File: src/hw/modem_cmd_pkg.sv
/*
  shared constants and types for the modem configuration command decoder.
  assumes one 200 MHz clock and an apb master on the register side.
*/
`default_nettype none
package modem_cmd_pkg;
  localparam logic [7:0]  OP_AFE_WRITE    = 8'h07;
  localparam logic [7:0]  OP_FSK_CFG      = 8'h1d;
  localparam logic [7:0]  OP_V22_CFG      = 8'h1e;
  // register byte addresses
  localparam logic [11:0] ADDR_CMD        = 12'h000;
  localparam logic [11:0] ADDR_STATUS     = 12'h004;
  localparam logic [11:0] ADDR_FSK        = 12'h008;
  localparam logic [11:0] ADDR_V22        = 12'h00c;
  localparam logic [11:0] ADDR_AFE_LAST   = 12'h010;
  // field positions
  localparam int          REG_CODE_LSB    = 5;
  localparam int          LOOPBACK_BIT    = 3;
  localparam int          STD_HI_BIT      = 2;
  localparam int          STD_LO_BIT      = 1;
  localparam int          ORIG_BIT        = 0;
  localparam int          ATTN_LSB        = 4;
  localparam int          LL_BIT          = 1;
  // reset values
  localparam logic [7:0]  FSK_P1_RST      = 8'h00;
  localparam logic [7:0]  FSK_P2_RST      = 8'h00;
  localparam logic [7:0]  V22_P1_RST      = 8'h00;
  localparam logic [1:0]  V22_MODE_V22BIS = 2'h0;

  typedef enum logic [2:0] {
    MODE_IDLE, MODE_FSK, MODE_V22BIS, MODE_V22, MODE_V22_600, MODE_BELL212
  } line_mode_t;

  typedef struct packed {
    logic [2:0] regCode;
    logic [7:0] data;
  } afe_write_t;

  typedef struct packed {
    logic       analogLoopbackEnable;
    logic       standardSelectHi;
    logic       standardSelectLo;
    logic       originate;
    logic [3:0] txAttenuationField;
    logic       leasedLineThresholdSelect;
  } fsk_cfg_t;
endpackage : modem_cmd_pkg
`default_nettype wire

File: src/hw/modem_config_command_decoder.sv
/*
  byte command decoder: host writes opcode and parameter bytes through apb,
  the block forwards front-end writes and latches line mode settings.
  assumes the front end accepts one write per afeValid pulse.
*/
// The implementer's own choices: register access over APB and the address map.
`timescale 1ns/1ps
`default_nettype none
// What this block does
// - front-end write: opcode, register code, data
// - forward data bytes unchanged, arrival order
// - opcode 1d selects fsk mode
// - fsk byte one: loopback, standard, originate
// - fsk byte two: attenuation, leased threshold
// - opcode 1e enters v22bis family
// - mode bits pick v22bis, v22, 600, 212a
module modem_config_command_decoder
  import modem_cmd_pkg::*;
(
  input  wire logic        clk,
  input  wire logic        sys_rst,
  input  wire logic        psel,
  input  wire logic        penable,
  input  wire logic        pwrite,
  input  wire logic [11:0] paddr,
  input  wire logic [31:0] pwdata,
  output var  logic [31:0] prdata,
  output var  logic        pready,
  output var  logic        pslverr,
  output var  afe_write_t  afeWrite,
  output var  logic        afeValid,
  output var  line_mode_t  lineMode,
  output var  fsk_cfg_t    fskCfg,
  output var  logic        cmdError
);
  typedef enum logic [1:0] {WAIT_OP, WAIT_P1, WAIT_P2} parse_t;

  parse_t      state_q;
  parse_t      state_d;
  logic [7:0]  opcode_q;
  logic [7:0]  p1_q;
  logic [7:0]  fskP1_q;
  logic [7:0]  fskP2_q;
  logic [7:0]  v22P1_q;
  logic [7:0]  afeLast_q;
  line_mode_t  mode_q;
  logic        err_q;

  wire         apbAccess = psel && penable;
  wire         byteWrite = apbAccess && pwrite && (paddr == ADDR_CMD);
  wire  [7:0]  cmdByte   = pwdata[7:0];
  wire         addrHit   = (paddr == ADDR_CMD) || (paddr == ADDR_STATUS) ||
                           (paddr == ADDR_FSK) || (paddr == ADDR_V22) ||
                           (paddr == ADDR_AFE_LAST);
  wire         knownOp   = (cmdByte == OP_AFE_WRITE) || (cmdByte == OP_FSK_CFG) ||
                           (cmdByte == OP_V22_CFG);
  // afe write takes two bytes; fsk two; v22 one here
  wire         lastByte  = (state_q == WAIT_P2) ||
                           ((state_q == WAIT_P1) && (opcode_q == OP_V22_CFG));
  // mode bits choose the v22 family member
  wire  [1:0]  v22Bits   = cmdByte[STD_HI_BIT:STD_LO_BIT];
  line_mode_t  v22Mode;

  // one strobe per parser step keeps the flop blocks short
  wire         opcodeTake = byteWrite && (state_q == WAIT_OP);
  wire         p1Take     = byteWrite && (state_q == WAIT_P1);
  wire         p2Take     = byteWrite && (state_q == WAIT_P2);
  // unknown opcode dropped; the parser keeps waiting for an opcode
  wire         badOpcode  = opcodeTake && !knownOp;
  // third byte of a front-end write is its data
  wire         afeDone    = p2Take && (opcode_q == OP_AFE_WRITE);
  // fsk command ends on its second parameter
  wire         fskDone    = p2Take && (opcode_q == OP_FSK_CFG);
  // v22 family command ends on its first parameter
  wire         v22Done    = p1Take && (opcode_q == OP_V22_CFG);
  // a status read clears the error flag in its access phase
  wire         statusRead = apbAccess && !pwrite && (paddr == ADDR_STATUS);
  // read data is fetched in setup, before penable rises
  wire         readSetup  = psel && !penable && !pwrite;
  logic [31:0] readWord;

  always_comb
  begin
    unique case (v22Bits)
      2'h0:    v22Mode = MODE_V22BIS;
      2'h1:    v22Mode = MODE_V22;
      2'h2:    v22Mode = MODE_V22_600;
      2'h3:    v22Mode = MODE_BELL212;
    endcase
  end

  always_comb
  begin
    state_d = state_q;
    if (byteWrite)
    begin
      unique case (state_q)
        WAIT_OP: state_d = knownOp ? WAIT_P1 : WAIT_OP;
        WAIT_P1: state_d = lastByte ? WAIT_OP : WAIT_P2;
        WAIT_P2: state_d = WAIT_OP;
        default: state_d = WAIT_OP;
      endcase
    end
  end

  always_ff @(posedge clk)
  begin
    if (sys_rst)
    begin
      state_q  <= WAIT_OP;
      opcode_q <= 8'h00;
      p1_q     <= 8'h00;
    end
    else
    begin
      state_q <= state_d;
      if (opcodeTake)
        opcode_q <= cmdByte;
      if (p1Take)
        p1_q <= cmdByte;
    end
  end

  // data byte forwarded unchanged, one pulse per command
  always_ff @(posedge clk)
  begin
    if (sys_rst)
    begin
      afeValid  <= 1'b0;
      afeWrite  <= '0;
      afeLast_q <= 8'h00;
    end
    else
    begin
      afeValid <= 1'b0;
      if (afeDone)
      begin
        // register code from the top three bits
        afeWrite.regCode <= p1_q[7:REG_CODE_LSB];
        afeWrite.data    <= cmdByte;
        afeLast_q        <= cmdByte;
        afeValid         <= 1'b1;
      end
    end
  end

  // settings change only when a command completes, never half way
  always_ff @(posedge clk)
  begin
    if (sys_rst)
    begin
      fskP1_q <= FSK_P1_RST;
      fskP2_q <= FSK_P2_RST;
      v22P1_q <= V22_P1_RST;
      mode_q  <= MODE_IDLE;
      err_q   <= 1'b0;
    end
    else
    begin
      // set wins over a read clear in the same cycle
      if (badOpcode)
        err_q <= 1'b1;
      else if (statusRead)
        err_q <= 1'b0;
      // fsk command completes on its second parameter
      if (fskDone)
      begin
        fskP1_q <= p1_q;
        fskP2_q <= cmdByte;
        mode_q  <= MODE_FSK;
      end
      // v22 family command enters v22bis unless bits differ
      if (v22Done)
      begin
        v22P1_q <= cmdByte;
        mode_q  <= v22Mode;
      end
    end
  end

  // first fsk byte fields; upper nibble ignored
  assign fskCfg.analogLoopbackEnable = fskP1_q[LOOPBACK_BIT];
  assign fskCfg.standardSelectHi     = fskP1_q[STD_HI_BIT];
  assign fskCfg.standardSelectLo     = fskP1_q[STD_LO_BIT];
  assign fskCfg.originate            = fskP1_q[ORIG_BIT];
  // second fsk byte fields; bits 3, 2 and 0 ignored
  assign fskCfg.txAttenuationField        = fskP2_q[7:ATTN_LSB];
  assign fskCfg.leasedLineThresholdSelect = fskP2_q[LL_BIT];
  assign lineMode = mode_q;
  assign cmdError = err_q;

  // status: error flag, line mode, parser state
  wire [31:0] statusWord = {24'h000000, 2'h0, err_q, mode_q, state_q};

  // zero wait states: every access ends one cycle after setup
  assign pready  = 1'b1;
  // unmapped access answers with an error; writes there are dropped
  assign pslverr = apbAccess && !addrHit;

  // read selection; the command register reads back as zero
  always_comb
  begin
    unique case (paddr)
      ADDR_STATUS:   readWord = statusWord;
      ADDR_FSK:      readWord = {16'h0000, fskP2_q, fskP1_q};
      ADDR_V22:      readWord = {24'h000000, v22P1_q};
      ADDR_AFE_LAST: readWord = {24'h000000, afeLast_q};
      default:       readWord = 32'h00000000;
    endcase
  end

  // loaded in setup so the word stands through the access phase
  always_ff @(posedge clk)
  begin
    if (sys_rst)
      prdata <= 32'h00000000;
    else if (readSetup)
      prdata <= readWord;
  end
endmodule : modem_config_command_decoder
`default_nettype wire

File: config.mk
export PLATFORM = sky130hd
export DESIGN_NAME = modem_config_command_decoder
export DESIGN_NICKNAME = d
export VERILOG_FILES = /design/src/hw/modem_cmd_pkg.sv /design/src/hw/modem_config_command_decoder.sv
export SDC_FILE = /design/constraint.sdc
export NUM_CORES = 1
export LEC_CHECK = 0
export BUFFER_PORTS_ARGS = -buffer_cell sky130_fd_sc_hd__buf_2
export CAP_MARGIN = 15
export CORE_ASPECT_RATIO = 0.8
export CORE_MARGIN = 5
export CORE_UTILIZATION = 53
export CTS_BUF_LIST = sky130_fd_sc_hd__clkbuf_4 sky130_fd_sc_hd__clkbuf_8
export DETAILED_ROUTE_END_ITERATION = 8
export PLACE_DENSITY = 0.8
export SYNTH_ARGS = -nofsm -noshare
export SYNTH_HDL_FRONTEND = slang
export SYNTH_SLANG_ARGS = --single-unit
export TNS_END_PERCENT = 100
File: constraint.sdc
create_clock -name clk -period 2.4 [get_ports clk]
set_input_delay 0.12 -clock clk [delete_from_list [all_inputs] [get_ports clk]]
set_output_delay 0.12 -clock clk [all_outputs]
set_load 0.02 [all_outputs]
==> summary.md <==
| Metric | Value |
|---|---|
| Outcome | completed |
| Most area-consuming cells after synthesis | sky130_fd_sc_hd__dfxtp_1 41%, sky130_fd_sc_hd__a21oi_1 7.6%, sky130_fd_sc_hd__o21ai_1 7.6% |
| Number of cells in the design after placement | 528 |
| Fin nets | roughly 500 |
| FILL cells | 598 |
| Starting density of the core | between 50% and 60% |
| Worst Path Required | 2.60 ns |
| Worst Path Max Fanout | 17 |
| RD Place Congestion | 0.892 |
| Cell count after synthesis | ~410 |
| Number of buffers inserted during clock tree synthesis | 9 |
| Setup repair after global routing missed its margin | no |
| Final Max Tran Viols | 0 |
| Global-route layer with the greatest usage | met2 |
| Summed negative setup slack over all endpoints | 0 ns |
| Number of violations of the max-capacitance limit | 0 |
| Seq/Total Area, Yosys | roughly 41% |
| Global routing usage on met2 | 34.6% |
| Global-route track usage on met1 | 32.3% |
| Fraction of layout cells with a size suffix above 1 | 25.9% |
| Max VDD drop | around 540 uV |
| Crit path cell chain | or4b_1, or4_4, a21oi_2, o32ai_1 |
| Layout Cell Area excl Fill | 3940 um^2 |
| Type of element launching the critical path | flop |
| Average cell area after synthesis | 8.66 um^2 |
| Floorplan die width | 102 um |
| Top-area cell type share of the netlist area | 41.4% |
| Mapped cell area | 3570 um^2 |
| GR Overflow Total | 0 |
| Clock latency on the worst-skew pair | 0.34 ns |
| Total Die Area | 8500 um^2 |
| Worst path top cell family by delay | simple AND/OR/NAND/NOR gates |
| Number of nets still failing antenna checks after routing | 0 |
| Area of the placeable core | roughly 6500 um^2 |
| Post-route DRC | 0 |
| Sink count of the clock tree | 74 |
| Number of antenna diodes | 0 |
| Data arrival, critical path | 2.42 ns |
| Cells resized by post-CTS repair | 0 |
| Fraction of power consumed by the clock network | slightly below 40% |
| Aggregate global-route resource usage | 22.9% |
| Max incr delay on CP | approximately 0.7 ns |
| Synthesized flop and latch total | 74 |
| Transition time at the pin with the least slew margin | roughly 0.70 ns |
| Post-DP Area | 3760 um^2 |
| Commonest non-fill, non-tap cells in the layout | 74 x sky130_fd_sc_hd__dfxtp_1, 66 x sky130_fd_sc_hd__buf_2, 54 x sky130_fd_sc_hd__a21oi_1, 54 x sky130_fd_sc_hd__o21ai_1, 53 x sky130_fd_sc_hd__nand3_1 |
| Count of standard-cell rows | 26 |
| Half-perimeter wire length after placement | 6490 um |
| Share of synthesized registers carrying an async set or reset | 0% |
| Number of setup violations in the final report | 0 |
| Vias in the first global route | 3016 |
| H-tree lvl count | 3 |
| TritonCTS clock tree | yes |
| Average vias per placed instance | 6.20 |
| Switching power | 0.537 mW |
| Maximum achievable frequency | 451 MHz |
| Yosys top cell by area | sky130_fd_sc_hd__dfxtp_1 |
| Master of the slowest instance on the critical path | sky130_fd_sc_hd__or4_4 |
| Total wire length | 9890 um |
| Layout-stage area growth over the synthesis result | 10.1% |
| First-pass GRT wire length | 15700 um |
| Met3 global-route usage | 6.43% |
| Part of the power in combinational logic | 5.8% |
| Number of failing hold endpoints at the final stage | 0 |
| Bufs on Longest Clock Path | 2 |
| Initial antenna violation count | 0 |
| Wire per inst | 18.2 um |
| Count of buffers added by post-CTS timing repair for setup | 0 |
| CTS root buf | sky130_fd_sc_hd__clkbuf_8 |
| Unique masters post-synth | 47 |
| Headroom to the max-slew limit | 53.4% |
| Worst Setup End Kind | flop |
| Power density cells | between 500 and 600 nW/um^2 |
| Warnings, synthesis | 0 |
| Post-route clock skew | about 0.0099 ns |
| Non-filler cells, final | 543 |
| Vertical die dimension | 83.5 um |
| Initial DRC Count | 368 |
| Quantity of I/O buffers inserted on ports | 66 |
| Number of flops mapped to enable cells by yosys | 0 |
| Number of top-level pins | 108 |
| Hold crit path type | input pin to flop |
| Internal portion of total power | 1.71 mW |
| Switching Share | 23.9% |
| Detailed-router iteration count before antenna repair | 5 |
| Maximum number of pins on one net before global-route repair | 65 |
| Minimum clock period | 2.22 ns |
| Hold_buf cts | 0 |
| Most common cell after layout, fill and taps aside | sky130_fd_sc_hd__dfxtp_1 |
| Part of the power in registers | a little over half |
| Clock-pin slew on the worst setup and hold paths | 0.08 ns |
| Buffers plus inverters on the worst setup path | 0 |
| Crit path kind | flop to flop |
| Most frequently used flop master after synthesis | sky130_fd_sc_hd__dfxtp_1 |
| Vias | 3368 |
| Leakage power | 1.47 nW |
| Final cycle utilization of the critical path | 92.3% |
## tightest hold or removal path: cells and delay by family
| kind | cells | cell delay, ns |
|---|---|---|
| and+or+nand+nor | 1 | 0.08 |
| buffers and inverters | 1 | 0.15 |
| AOI/OAI and AO/OA | 1 | 0.06 |
## cell families after synthesis
kind of cell    after synthesis  share of synthesized area (%)
compound gates              144                           23.1
buf+inv                      66                           12.6
flops                        74                           41.4
mux                           8                           2.52
other cells                   2                          0.210
simple gates                119                           20.1
## registers in the layout, indices dropped and copies added (netlist names), 3 cells and up
name,cells
fskP2_q,8
prdata,16
afeLast_q,8
p1_q,8
lineMode,3
v22P1_q,8
fskP1_q,8
afeWrite,3
opcode_q,8
## power by group through the flow
| stage | sequential (mW) | clock [mW] | combinational [mW] |
|---|---|---|---|
| floorplan | 1.26 | 0 | 0.0976 |
| global placement | 1.26 | 0 | 0.125 |
| detailed placement | 1.26 | 0 | 0.127 |
| CTS | 1.23 | 0.896 | 0.127 |
| global route | 1.23 | 0.956 | 0.138 |
| finish | 1.23 | 0.887 | 0.131 |
## through the flow
step	hold slack (ns)	utilization (%)	power [mW]	worst slack, ns
finish	0.114	60.8	2.24	0.185
global route	0.103	60.8	2.32	0.130
CTS	0.0963	60.8	2.25	0.193
detailed placement	0.441	58.0	1.38	0.245
global placement	0.435	58.0	1.38	0.282
floorplan	0.237	-	1.35	0.347
## path summary, 6_finish.rpt
check,slack [ns],endpoint,depth (start not counted),from
max,0.18,lineMode[1],4,opcode_q[7]
min,0.11,fskP2_q[5],3,pwdata[5]
max reg2reg,0.18,lineMode[1],4,opcode_q[7]
min reg2reg,0.45,prdata[2],2,prdata[2]
## layer usage
metal,share of wire [%],wire [um]
met1,42,4140
met2,46,4540
met3,11,1070
met4,1.4,136
met5,0,0
## cell usage after synthesis, drive strengths merged (2+ instances only)
| cell type | number |
|---|---|
| a21oi | 55 |
| a22o | 6 |
| a22oi | 6 |
| a32oi | 10 |
| buf | 41 |
| clkbuf | 24 |
| conb | 2 |
| dfxtp | 74 |
| mux2 | 8 |
| nand2 | 15 |
| nand3 | 53 |
| nand4 | 3 |
| nand4b | 4 |
| nor2 | 11 |
| nor2b | 2 |
| nor3 | 2 |
| nor3b | 3 |
| nor4 | 5 |
| nor4b | 3 |
| o21ai | 60 |
| or2 | 2 |
| or3 | 3 |
| or3b | 2 |
| or4 | 4 |
## final cells by class
cell class | count | area [um^2] | share of cell area [%]
Multi-Input combinational cell | 288 | 1700 | 43.1
Sequential cell | 74 | 1480 | 37.6
Timing Repair Buffer | 81 | 468 | 11.9
Clock buffer | 13 | 166 | 4.23
Tap cell | 84 | 105 | 2.67
Clock inverter | 2 | 12.5 | 0.318
Inverter | 1 | 3.75 | 0.0954
No activity file was read; power rests on OpenSTA's default activity.
